`src/prv_pkg.sv`:
```
// Shared constants and types for the program memory sequencer
`default_nettype none

package prv_pkg;

    // Program memory geometry
    localparam int PC_W = 12;
    localparam int ROM_WORDS = 3072;
    localparam int ROM_DATA_W = 16;
    localparam int STACK_DEPTH = 8;

    // Fixed vector addresses
    localparam logic [PC_W-1:0] RESET_VECTOR = 12'h000;
    localparam logic [PC_W-1:0] IRQ_VECTOR = 12'h008;

    // Interrupt sources sharing the one vector
    localparam int IRQ_SRC_N = 4;
    localparam int IRQ_TIMER_ZERO = 0;
    localparam int IRQ_USB = 1;
    localparam int IRQ_WAKEUP = 2;
    localparam int IRQ_EXTERNAL = 3;

    // Status flag register layout
    localparam int FLAG_TIMEOUT_BIT = 7;
    localparam int FLAG_POWERDOWN_BIT = 6;
    localparam int FLAG_ARITH_W = 3;
    localparam logic [7:0] FLAG_RESET = 8'h00;
    localparam logic [7:0] ACC_RESET = 8'h00;

    // Reset cause codes, timeout flag in the upper bit
    localparam logic [1:0] CAUSE_POWER_ON = 2'h2;
    localparam logic [1:0] CAUSE_WATCHDOG = 2'h0;
    localparam logic [1:0] CAUSE_EXTERNAL = 2'h3;

    typedef enum logic [2:0] {
        OP_NEXT,
        OP_JUMP,
        OP_CALL,
        OP_RET,
        OP_INTERRUPT_RETURN,
        OP_SAVE,
        OP_RESTORE,
        OP_TREAD
    } prv_op_t;

    typedef enum logic {
        ST_RUN,
        ST_TBL
    } prv_state_t;

    typedef struct packed {
        logic valid;
        prv_op_t op;
        logic [PC_W-1:0] target;
    } prv_cmd_t;

endpackage

`default_nettype wire

```
`src/prv_stack.sv`:
```
// Return address stack held in flip-flops
`timescale 1ns/10ps
`default_nettype none

module prv_stack #(
    parameter int DEPTH = prv_pkg::STACK_DEPTH,
    parameter int W = prv_pkg::PC_W
) (
    input wire logic clk_sys_i,
    input wire logic clr_i,
    input wire logic push_i,
    input wire logic pop_i,
    input wire logic [W-1:0] push_data_i,
    output logic [W-1:0] top_o,
    output logic [$clog2(DEPTH+1)-1:0] depth_o
);

    localparam int PTR_W = $clog2(DEPTH);
    localparam int CNT_W = $clog2(DEPTH+1);
    localparam logic [CNT_W-1:0] CNT_MAX = CNT_W'(DEPTH);

    if (DEPTH < 2 || (1 << PTR_W) != DEPTH) begin : g_bad_depth
        $error("stack depth must be a power of two");
    end

    logic [W-1:0] mem_q [DEPTH];
    logic [PTR_W-1:0] ptr_q;
    logic [CNT_W-1:0] cnt_q;
    logic [PTR_W-1:0] top_idx;

    // Oldest entry is overwritten once all levels are in use
    assign top_idx = ptr_q - PTR_W'(1);
    assign top_o = mem_q[top_idx];
    assign depth_o = cnt_q;

    always_ff @(posedge clk_sys_i) begin
        if (push_i) begin
            mem_q[ptr_q] <= push_data_i;
        end
    end

    always_ff @(posedge clk_sys_i) begin
        if (clr_i) begin
            ptr_q <= '0;
            cnt_q <= '0;
        end else if (push_i) begin
            ptr_q <= ptr_q + PTR_W'(1);
            cnt_q <= (cnt_q == CNT_MAX) ? cnt_q : cnt_q + CNT_W'(1);
        end else if (pop_i) begin
            ptr_q <= top_idx;
            cnt_q <= (cnt_q == '0) ? cnt_q : cnt_q - CNT_W'(1);
        end
    end

endmodule

`default_nettype wire

```
`src/prv_core.sv`:
```
// Program counter, vectors, reset cause, save buffer and table read
// Operation
// Program memory is 3K words of 16 bits, reached by PC and table pointers.
// Each instruction is one word; table read takes two cycles, others one.
// Word 0000H is the reset vector; every system reset fetches there.
// Reset cause flags: power-on 1/0, watchdog 0/0, external 1/1.
// Any reset kind restores register defaults and fetches from 0000h.
// Serviced interrupt pushes the PC and continues at 0008h.
// Return stack keeps up to 8 program counter entries.
// Timer zero, USB, wakeup and external input share one vector.
// Save copies work register and flags; restore reloads; cause flags untouched.
// Save buffer is one level deep; a second save overwrites.
// Table address is middle pointer bits 15:8, low pointer bits 7:0.
// Table read puts low byte in work register, high byte in lookup register.
// No carry from low table pointer into middle pointer on wrap.
// Optional reset pin is active low, rests high, Schmitt input.
// Interrupt return pops the latest pushed PC and resumes there.
// PC spans the whole 3K space; table address folds into that range.
`timescale 1ns/10ps
`default_nettype none

module prv_core #(
    parameter int ROM_WORDS = prv_pkg::ROM_WORDS,
    parameter int STACK_DEPTH = prv_pkg::STACK_DEPTH
) (
    input wire logic clk_sys_i,
    input wire logic rstn_i,
    input wire logic wdt_rst_i,
    input wire logic ext_rst_en_i,
    input wire logic ext_rst_pin_n_i,
    input wire prv_pkg::prv_cmd_t cmd_i,
    input wire logic irq_en_i,
    input wire logic [2:0] int_src_i,
    input wire logic external_irq_input_i,
    input wire logic acc_we_i,
    input wire logic [7:0] acc_wdata_i,
    input wire logic flag_we_i,
    input wire logic [2:0] flag_wdata_i,
    input wire logic [7:0] tbl_mid_i,
    input wire logic [7:0] tbl_low_i,
    input wire logic [15:0] rom_data_i,
    output logic [prv_pkg::PC_W-1:0] pc_o,
    output logic [prv_pkg::PC_W-1:0] rom_addr_o,
    output logic [7:0] primary_work_reg_o,
    output logic [7:0] status_flag_reg_o,
    output logic [7:0] lookup_high_o,
    output logic busy_o,
    output logic irq_taken_o
);

    localparam int PC_W = prv_pkg::PC_W;
    localparam int AW = prv_pkg::FLAG_ARITH_W;
    localparam int CNT_W = $clog2(STACK_DEPTH+1);
    localparam logic [PC_W-1:0] PC_LAST = PC_W'(ROM_WORDS - 1);
    localparam logic [15:0] ROM_SPAN = 16'(ROM_WORDS);

    // Refuse sizes that the vectors or the program counter cannot serve
    if (ROM_WORDS <= 9 || ROM_WORDS > (1 << PC_W)) begin : g_bad_rom
        $error("ROM_WORDS must cover the vectors and fit the program counter");
    end

    // Reset pin crosses in through two flops, resting high
    logic [1:0] ext_sync_q;
    logic [1:0] irq_sync_q;

    always_ff @(posedge clk_sys_i) begin
        if (!rstn_i) begin
            ext_sync_q <= 2'h3;
            irq_sync_q <= 2'h0;
        end else begin
            ext_sync_q <= {ext_sync_q[0], ext_rst_pin_n_i};
            irq_sync_q <= {irq_sync_q[0], external_irq_input_i};
        end
    end

    wire ext_rst_w = ext_rst_en_i && !ext_sync_q[1];
    wire sys_rst_w = !rstn_i || wdt_rst_i || ext_rst_w;

    // State
    prv_pkg::prv_state_t state_q;
    logic [PC_W-1:0] pc_q;
    logic [PC_W-1:0] rom_addr_q;
    logic [7:0] acc_q;
    logic [AW-1:0] arith_q;
    logic [1:0] cause_q;
    logic [7:0] high_q;
    logic [7:0] save_acc_q;
    logic [AW-1:0] save_arith_q;
    logic busy_q;
    logic irq_taken_q;

    // Stack
    logic [PC_W-1:0] stack_top;
    logic [CNT_W-1:0] stack_depth;

    // Command decode
    wire run_w = (state_q == prv_pkg::ST_RUN);
    wire go_w = run_w && cmd_i.valid && !sys_rst_w;
    wire [prv_pkg::IRQ_SRC_N-1:0] irq_src_w = {irq_sync_q[1], int_src_i};
    // Interrupts are only taken on a plain sequential step
    wire irq_go_w = go_w && (cmd_i.op == prv_pkg::OP_NEXT) && irq_en_i
        && (|irq_src_w);
    wire jump_w = go_w && (cmd_i.op == prv_pkg::OP_JUMP);
    wire call_w = go_w && (cmd_i.op == prv_pkg::OP_CALL);
    wire ret_w = go_w && (cmd_i.op == prv_pkg::OP_RET || cmd_i.op == prv_pkg::OP_INTERRUPT_RETURN);
    wire save_w = go_w && (cmd_i.op == prv_pkg::OP_SAVE);
    wire restore_w = go_w && (cmd_i.op == prv_pkg::OP_RESTORE);
    wire tread_w = go_w && (cmd_i.op == prv_pkg::OP_TREAD);
    wire tcap_w = !run_w && !sys_rst_w;

    wire push_w = call_w || irq_go_w;
    wire pop_w = ret_w;

    // Sequential program counter wraps at the top of memory
    wire [PC_W-1:0] pc_inc_w = (pc_q == PC_LAST) ? '0 : pc_q + PC_W'(1);
    wire [PC_W-1:0] call_tgt_w = (cmd_i.target > PC_LAST) ? PC_LAST : cmd_i.target;

    // Pointers are joined as they stand; the low pointer never carries
    wire [15:0] tbl_raw_w = {tbl_mid_i, tbl_low_i};
    wire [15:0] tbl_fold_w = (tbl_raw_w % ROM_SPAN);
    wire [PC_W-1:0] tbl_addr_w = tbl_fold_w[PC_W-1:0];

    wire [PC_W-1:0] pc_d = irq_go_w ? prv_pkg::IRQ_VECTOR
        : (jump_w || call_w) ? call_tgt_w
        : ret_w ? stack_top
        : go_w ? pc_inc_w
        : pc_q;

    wire [PC_W-1:0] rom_addr_d = tread_w ? tbl_addr_w : pc_d;

    wire [7:0] acc_d = tcap_w ? rom_data_i[7:0]
        : restore_w ? save_acc_q
        : acc_we_i ? acc_wdata_i
        : acc_q;

    wire [AW-1:0] arith_d = restore_w ? save_arith_q
        : flag_we_i ? flag_wdata_i
        : arith_q;

    // Reset cause follows the highest priority source present
    wire [1:0] cause_d = !rstn_i ? prv_pkg::CAUSE_POWER_ON
        : wdt_rst_i ? prv_pkg::CAUSE_WATCHDOG
        : prv_pkg::CAUSE_EXTERNAL;

    prv_stack #(
        .DEPTH(STACK_DEPTH),
        .W(PC_W)
    ) u_stack (
        .clk_sys_i(clk_sys_i),
        .clr_i(sys_rst_w),
        .push_i(push_w),
        .pop_i(pop_w),
        .push_data_i(pc_inc_w),
        .top_o(stack_top),
        .depth_o(stack_depth)
    );

    // Program counter and fetch address
    always_ff @(posedge clk_sys_i) begin
        if (sys_rst_w) begin
            pc_q <= prv_pkg::RESET_VECTOR;
            rom_addr_q <= prv_pkg::RESET_VECTOR;
        end else begin
            pc_q <= pc_d;
            rom_addr_q <= rom_addr_d;
        end
    end

    // Table read holds the sequencer for a second cycle
    always_ff @(posedge clk_sys_i) begin
        if (sys_rst_w) begin
            state_q <= prv_pkg::ST_RUN;
            busy_q <= 1'b0;
        end else begin
            state_q <= tread_w ? prv_pkg::ST_TBL : prv_pkg::ST_RUN;
            busy_q <= tread_w;
        end
    end

    // Work register, flags and lookup result
    always_ff @(posedge clk_sys_i) begin
        if (sys_rst_w) begin
            acc_q <= prv_pkg::ACC_RESET;
            arith_q <= prv_pkg::FLAG_RESET[AW-1:0];
            high_q <= 8'h00;
            cause_q <= cause_d;
        end else begin
            acc_q <= acc_d;
            arith_q <= arith_d;
            if (tcap_w) begin
                high_q <= rom_data_i[15:8];
            end
        end
    end

    // One-level save buffer; cause flags are never copied
    always_ff @(posedge clk_sys_i) begin
        if (sys_rst_w) begin
            save_acc_q <= 8'h00;
            save_arith_q <= '0;
        end else if (save_w) begin
            save_acc_q <= acc_q;
            save_arith_q <= arith_q;
        end
    end

    always_ff @(posedge clk_sys_i) begin
        if (sys_rst_w) begin
            irq_taken_q <= 1'b0;
        end else begin
            irq_taken_q <= irq_go_w;
        end
    end

    assign pc_o = pc_q;
    assign rom_addr_o = rom_addr_q;
    assign primary_work_reg_o = acc_q;
    assign status_flag_reg_o = {cause_q, 3'h0, arith_q};
    assign lookup_high_o = high_q;
    assign busy_o = busy_q;
    assign irq_taken_o = irq_taken_q;
endmodule

`default_nettype wire

```
`config.mk`:
```
export PLATFORM = sky130hd
export DESIGN_NAME = prv_core
export DESIGN_NICKNAME = d
export VERILOG_FILES = /design/src/prv_pkg.sv /design/src/prv_stack.sv /design/src/prv_core.sv
export SDC_FILE = /design/constraint.sdc
export NUM_CORES = 1
export LEC_CHECK = 0
export ABC_AREA = 1
export BUFFER_PORTS_ARGS = -buffer_cell sky130_fd_sc_hd__buf_2
export CORE_AREA = 3 3 161 163
export CTS_CLUSTER_SIZE = 8
export DETAILED_ROUTE_END_ITERATION = 7
export DIE_AREA = 0 0 164 166
export PLACE_DENSITY = 0.57
export SYNTH_ARGS = -nofsm -noshare
export SYNTH_HDL_FRONTEND = slang
export SYNTH_SLANG_ARGS = --single-unit
```
`constraint.sdc`:
```
create_clock -name clk_sys_i -period 3 [get_ports clk_sys_i]
set_input_delay 0.45 -clock clk_sys_i [delete_from_list [all_inputs] [get_ports clk_sys_i]]
set_output_delay 0.45 -clock clk_sys_i [all_outputs]
set_load 0.05 [all_outputs]
```
# [Word-level counts from Yosys, hierarchy flattened]
# Memory sizes are Yosys's and may differ from the RTL's.
# Index checks and enable logic that the tools add are counted.
[totals] wordCells=73 inputBits=71 mem_count=1 regBits=66 mem_bits_rw=96 out_inout_bits=50
[classes] n_div=1 mux=18 n_eq_ne=8 n_addsub=3 magnitude_cmp=1 bitwise_logic=1 n_reduce_logical=26
[mem_list] name="u_stack.mem_q" words=8 width=12 read_ports=1 rd_clocked_by_memory_dff=0 wr=1 line_no="prv_stack.sv:26" rtl="logic [W-1:0] mem_q [DEPTH];"
[ops] operator="two-way mux 12 bit" n=7
[ops] operator="two-way mux 8 bit" n=3
[ops] operator="modulo 16 x 12 -> 16 bit, second input constant" n=1
[ops] operator="logical AND 1 bit" n=13
[ops] operator="adder 12 x 1 -> 12 bit, second input constant" n=1
[ops] operator="== test 12 bit, second input constant" n=1
[ops] operator="== test 3 bit, second input constant" n=4
[ops] operator="greater-than comparator 12 bit, second input constant" n=1
[ops] operator="two-way mux 3 bit" n=4
[ops] operator="== test 3 x 2 -> 1 bit, second input constant" n=2
[ops] operator="logical OR 1 bit" n=5
[ops] operator="nonzero test 2 bit" n=2
[ops] operator="OR reduction 4 bit" n=1
[ops] operator="adder 3 x 1 -> 3 bit, second input constant" n=1
[ops] operator="== test 3 x 1 -> 1 bit, second input constant" n=1
[ops] operator="zero test 1 bit" n=3
[ops] operator="zero test 3 bit" n=1
[ops] operator="two-way mux 1 bit" n=3
[ops] operator="nonzero test 3 bit" n=1
[ops] operator="subtractor 3 x 1 -> 3 bit, second input constant" n=1
[ops] operator="two-way mux 2 bit" n=1
[ops] operator="inverter 1 bit" n=1

# [Logic depth before layout (Yosys ltp)]
[logic_depth] depth_word=11 mapped_depth=15 ltp_nobuf=12

# [Hierarchy]
# Synthesis repeated with hierarchy kept, for this count alone.
[hier_totals] cells_unflattened=874 hier_area_um2=7624.8
[modules_own_cells] module="prv_stack" cells_per_inst=378 instances=1 area_per_inst_um2=4267.8 seq_area_each_um2=3022.9
[modules_own_cells] module="prv_core" cells_per_inst=496 instances=1 area_per_inst_um2=3357.0 seq_area_each_um2=1261.2

# [Worst setup path before layout]
# Ideal clock, no wire load.
[synth_path] path_type="register to register" from="reg state_q" to="mem u_stack.mem_q[2][0] (netlist name) (enable)" t_required_ns=2.604 stages_incl_launch_ff=8 slack_ns=0.276 arrival_time_ns=2.328 path_cell_list="dfxtp_1 buf_6 nor2_2 nand3_1 or2_1 nand2_2 nand2_1 nor3_1"
[synth_between] elab_chain_len=9 word_cells_on_any_way=10 cone_classes="mux: 2; bitwise: 1; reduce/logical: 7"
[synth_lines] element="start, declared" line_no="prv_core.sv:80" rtl="prv_pkg::prv_state_t state_q;"
[synth_lines] element="start signal, assigned" line_no="prv_core.sv:172" rtl="state_q <= prv_pkg::ST_RUN;"
[synth_lines] element="start signal, assigned" line_no="prv_core.sv:175" rtl="state_q <= tread_w ? prv_pkg::ST_TBL : prv_pkg::ST_RUN;"
[synth_lines] element="inverter 1 bit (*)" line_no="prv_core.sv:97" rtl="wire run_w = (state_q == prv_pkg::ST_RUN);"
[synth_lines] element="logical AND 1 bit (*) (2 in series)" line_no="prv_core.sv:98" rtl="wire go_w = run_w && cmd_i.valid && !sys_rst_w;"
[synth_lines] element="logical AND 1 bit (2 in series)" line_no="prv_core.sv:101" rtl="wire irq_go_w = go_w && (cmd_i.op == prv_pkg::OP_NEXT) && irq_en_i"
[synth_lines] element="logical AND 1 bit" line_no="prv_core.sv:102" rtl="&& (|irq_src_w);"
[synth_lines] element="logical OR 1 bit (*)" line_no="prv_core.sv:111" rtl="wire push_w = call_w || irq_go_w;"
[synth_lines] element="two-way mux 1 bit (*)" line_no="prv_stack.sv:37" rtl="if (push_i) begin"
[synth_lines] element="two-way mux 1 bit (implied by the code) (*)" line_no="prv_stack.sv:38" rtl="mem_q[ptr_q] <= push_data_i;"
[synth_lines] element="end, declared" line_no="prv_stack.sv:26"
# Mark *: on every way between the ends. The rest lies on a longest branch, timed or not.

# [Final worst setup path]
[layout_path] from="reg u_stack.ptr_q[1]" to="reg rom_addr_q[9] (netlist: rom_addr_o[9])"
[layout_between] elab_chain_len=6
[layout_lines] element="start, declared" line_no="prv_stack.sv:27" rtl="logic [PTR_W-1:0] ptr_q;"
[layout_lines] element="start signal, assigned" line_no="prv_stack.sv:47" rtl="ptr_q <= ptr_q + PTR_W'(1);"
[layout_lines] element="start signal, assigned" line_no="prv_stack.sv:50" rtl="ptr_q <= top_idx;"
[layout_lines] element="subtractor 3 x 1 -> 3 bit" line_no="prv_stack.sv:32" rtl="assign top_idx = ptr_q - PTR_W'(1);"
[layout_lines] element="memory read (8 x 12 bit)"
[layout_lines] element="two-way mux 12 bit" line_no="prv_core.sv:125" rtl=": ret_w ? stack_top"
[layout_lines] element="two-way mux 12 bit" line_no="prv_core.sv:124" rtl=": (jump_w || call_w) ? call_tgt_w"
[layout_lines] element="two-way mux 12 bit" line_no="prv_core.sv:123" rtl="wire [PC_W-1:0] pc_d = irq_go_w ? prv_pkg::IRQ_VECTOR"
[layout_lines] element="two-way mux 12 bit" line_no="prv_core.sv:129" rtl="wire [PC_W-1:0] rom_addr_d = tread_w ? tbl_addr_w : pc_d;"
[layout_lines] element="end signal, assigned" line_no="prv_core.sv:162" rtl="rom_addr_q <= prv_pkg::RESET_VECTOR;"
[layout_lines] element="end signal, assigned" line_no="prv_core.sv:165" rtl="rom_addr_q <= rom_addr_d;"
[layout_lines] element="end, declared" line_no="prv_core.sv:82" rtl="logic [PC_W-1:0] rom_addr_q;"
# No other way between the ends.
# A chain may end at the register's enable or synchronous reset.

==> summary.txt <==
Pwr
  – Comb power frac: 7.8%
  – Switching fraction of total power: 25.0%
  – Leak: 3.68 nW
  – Clock power frac: 42.0%
  – Power dissipated by switching net loads: 1.18 mW
  – Sequential cell fraction of total power: 50.2%
  – Peak supply drop: 0.394 mV
  – Cell internal power dissipation: 3.54 mW
  – Total power density per cell area: 533 nW/um^2

Hold path
  – Instance count along the most critical hold path: 2
  – Worst hold path type: input port to register
  – Launch instance of the worst min-delay path: ext_rst_pin_n_i
  – Endpoint of the worst hold-timing path: ext_sync_q[0]

Route
  – Remaining design rule violation count: 0
  – Count of antenna-violating nets left after detailed routing: 0
  – Number of optimization iterations in the first detailed-route pass: 5
  – First-iteration detailed-routing DRC count: 376
  – Routed via count: 5898
  – DR WL/cell: 15.1 um
  – Via density per instance: 4.60
  – Total routed wirelength: 19300 um

STA
  – Final Max Tran Viols: 0
  – RSZ-0062 raised after global routing: no
  – Max-slew headroom at the worst pin: 55.3%
  – Setup Viol. Count Final: 0
  – Final TNS setup: 0 ps
  – Time the worst path needs with I/O delays and setup: 2190 ps
  – Final critical-path share of the clock period: 73.0%
  – Number of endpoints with negative hold slack in the final report: 0
  – Highest Clock Rate: 457 MHz
  – Slew at the pin closest to its max-slew limit: 670 ps
  – Setup skew after layout: 11.6 ps

GRT
  – Global-route wire length before repair: 30400 um
  – Vias in the first global route: 5672
  – Grt ovf: 0
  – Tot GR Track Use: 14.3%
  – Initial antenna violation count: 1
  – Maximum number of pins on one net before global-route repair: 53

Cells and area
  – Layout Area Growth over Synthesis: 21.0%
  – Post-route cell area: 8860 um^2
  – Total inserted antenna cells: 0
  – Leading cell types in the layout, fill and taps excluded: 215 x nand2_1, 118 x nand3_1, 117 x buf_2
  – Layout cells sized above 1: 21.9%
  – Final Net Count: 1018
  – Leading cell type in the layout, fill and taps excluded: nand2_1

Placement
  – Routability congestion estimate: 0.840
  – Standard cell area after detailed placement: 8320 um^2
  – Detailed placer's ending HPWL: 14300 um
  – Total of buffers placed on input and output ports: 117

Yosys
  – Synth Register Bits: 161
  – Cell area after technology mapping: 7320 um^2
  – Synthesis Warnings: 0
  – Proportion of synthesized flip-flops having asynchronous set or reset: 0%
  – Avg Cell Area, Syn: 8.91 um^2
  – Post-synth cell types: 42
  – Area fraction of the dominant cell type after synthesis: 40.2%
  – Synth top area cells: edfxtp_1 40%, dfxtp_1 17%, nand2_1 11%, nand3_1 8.1%, nor2_1 4.3%
  – Most common flop cell mapped by yosys: edfxtp_1
  – Dominant cell type by area after synthesis: edfxtp_1
  – Number of cells produced by synthesis: 822
  – Sequential cell area fraction in the yosys report: 57.4%
  – EDFF count, synth: 98

CTS
  – Cts-stage hold buffer count: 0
  – Post-cts repair resize count: 0
  – Post-CTS Setup Bufs: 0
  – Maximum level of the CTS H-tree: 4
  – Number of CTS-inserted buffers: 17
  – Root cell of the clock tree: clkbuf_16
  – Clock-pin slew of the registers on the worst-case setup and hold paths: 70 ps
  – Worst skew pair latency: 430 ps
  – Sinks on Clock Net: 161
  – CTS max path bufs: 2
  – Clock tree from TritonCTS: yes

Floorplanning
  – Num ports: 121
  – Placeable Area: 24500 um^2
  – Die H: 166 um
  – Initial Utilization: 29.9%
  – Horizontal extent of the die: 164 um
  – Number of cell rows: 57
  – Area of the die: 27200 um^2

Worst setup path
  – Worst setup SP type: register
  – Arrival time at the worst endpoint: 2480 ps
  – Kind of end point of the critical path: register
  – Largest fanout of any net on the critical path: 24
  – Startpoint of the worst-slack reg-to-reg timing path: u_stack.ptr_q[1]
  – Endpoint of the lowest-slack register-to-register path: rom_addr_o[9]
  – Path depth of the worst reg2reg path: 13
  – CP Data Required Time: 3290 ps
  – WS Path Type: register to register
  – Setup slack of the most critical reg-to-reg path: 810 ps

Run
  – Max Cap Viol: 0

Status
  – Run status: finished clean
[cells by family (layout without fill, tap and decap cells)]
family,Yosys count,count (layout),synth area share [%]
buffers and inverters,108,241,6.46
DFF,161,161,57.4
and+or+nand+nor,459,459,28.0
other,1,3,0.0512
xor gates and xnor gates,4,4,0.479
adders and majority gates,3,3,0.513
AOI/OAI and AO/OA,86,86,7.08
[metrics by stage]
step	utilization [%]	setup WS [ps]	instances	total power [mW]	hold WS, ps
6_report	36.2	810	1281	4.72	214
5_1_grt	36.2	622	1281	4.91	207
4_1_cts	36.2	795	1281	4.77	195
3_5_place_dp	34.0	460	1249	2.79	416
3_3_place_gp	34.0	516	1249	2.79	421
2_1_floorplan	-	276	824	2.66	390
[cells in the mapped netlist, drive strengths merged, types with 4 or more instances]
library cell and n:
o21ai 34, or2 6, o31ai 7, buf 23, clkbuf 16, edfxtp 98, inv 66, a21oi 25
nor3 18, nor2 90, nand2 218, o211ai 5, nand4 4, a31oi 11, dfxtp 63, nand3 119
[area by class of cell]
cell class	count	area, um^2
clock inverter	13	105
tap	324	405
fill	2496	15600
inverter	69	264
timing repair buffer	140	758
multi-input combinational	555	2690
clock buffer	19	433
sequential	161	4200
[how the worst max path moves through the flow]
stage / start / to / slack [ps] / cells after the start
global placement: cmd_i[14] / u_stack.mem_q[2][5] / 520 / 9
detailed placement: cmd_i[14] / u_stack.mem_q[3][2] / 460 / 9
global route: u_stack.ptr_q[1] / rom_addr_o[9] / 620 / 13
floorplan: state_q / u_stack.mem_q[2][0] / 280 / 7
CTS: u_stack.ptr_q[1] / rom_addr_o[9] / 790 / 13
finish: u_stack.ptr_q[1] / rom_addr_o[9] / 810 / 13
[state kept, by name, summed over array words and instances (netlist names)]
signal / flops
u_stack.mem_q: 96
save_arith_q: 3
state_q: 1
save_acc_q: 8
primary_work_reg_o: 8
irq_sync_q: 2
rom_addr_o: 12
u_stack.ptr_q: 3
lookup_high_o: 8
cause_q: 2
irq_taken_o: 1
arith_q: 3
pc_o: 12
ext_sync_q: 2
[power groups by stage]
stage	logic, mW	clock network (mW)	registers [mW]
2_1_floorplan	0.189	0	2.47
4_1_cts	0.372	2.03	2.37
3_3_place_gp	0.370	0	2.42
6_report	0.369	1.98	2.37
3_5_place_dp	0.371	0	2.42
5_1_grt	0.409	2.13	2.37
[critical path: stages (launching register included)]
cell	delay, ps
dfxtp_1	320
inv_1	210
ha_1	350
inv_1	80
buf_4	280
nand3_1	150
nand3_1	140
nand3_1	100
nand2_1	80
inv_1	30
nand2_1	80
nand2_1	70
nand2_1	100
a21oi_1	70
[layer usage]
metal / GRT usage, % / routed length (um) / part of all wire (%) / up-vias
met5: 0 / 8 / 0.041 / -
met1: 17.6 / 8360 / 43 / 2767
met3: 2.82 / 806 / 4.2 / 17
met2: 25.1 / 9880 / 51 / 122
met4: 4.60 / 272 / 1.4 / 2
li1: - / - / - / 2990
Power figures use the tool's default switching activity.
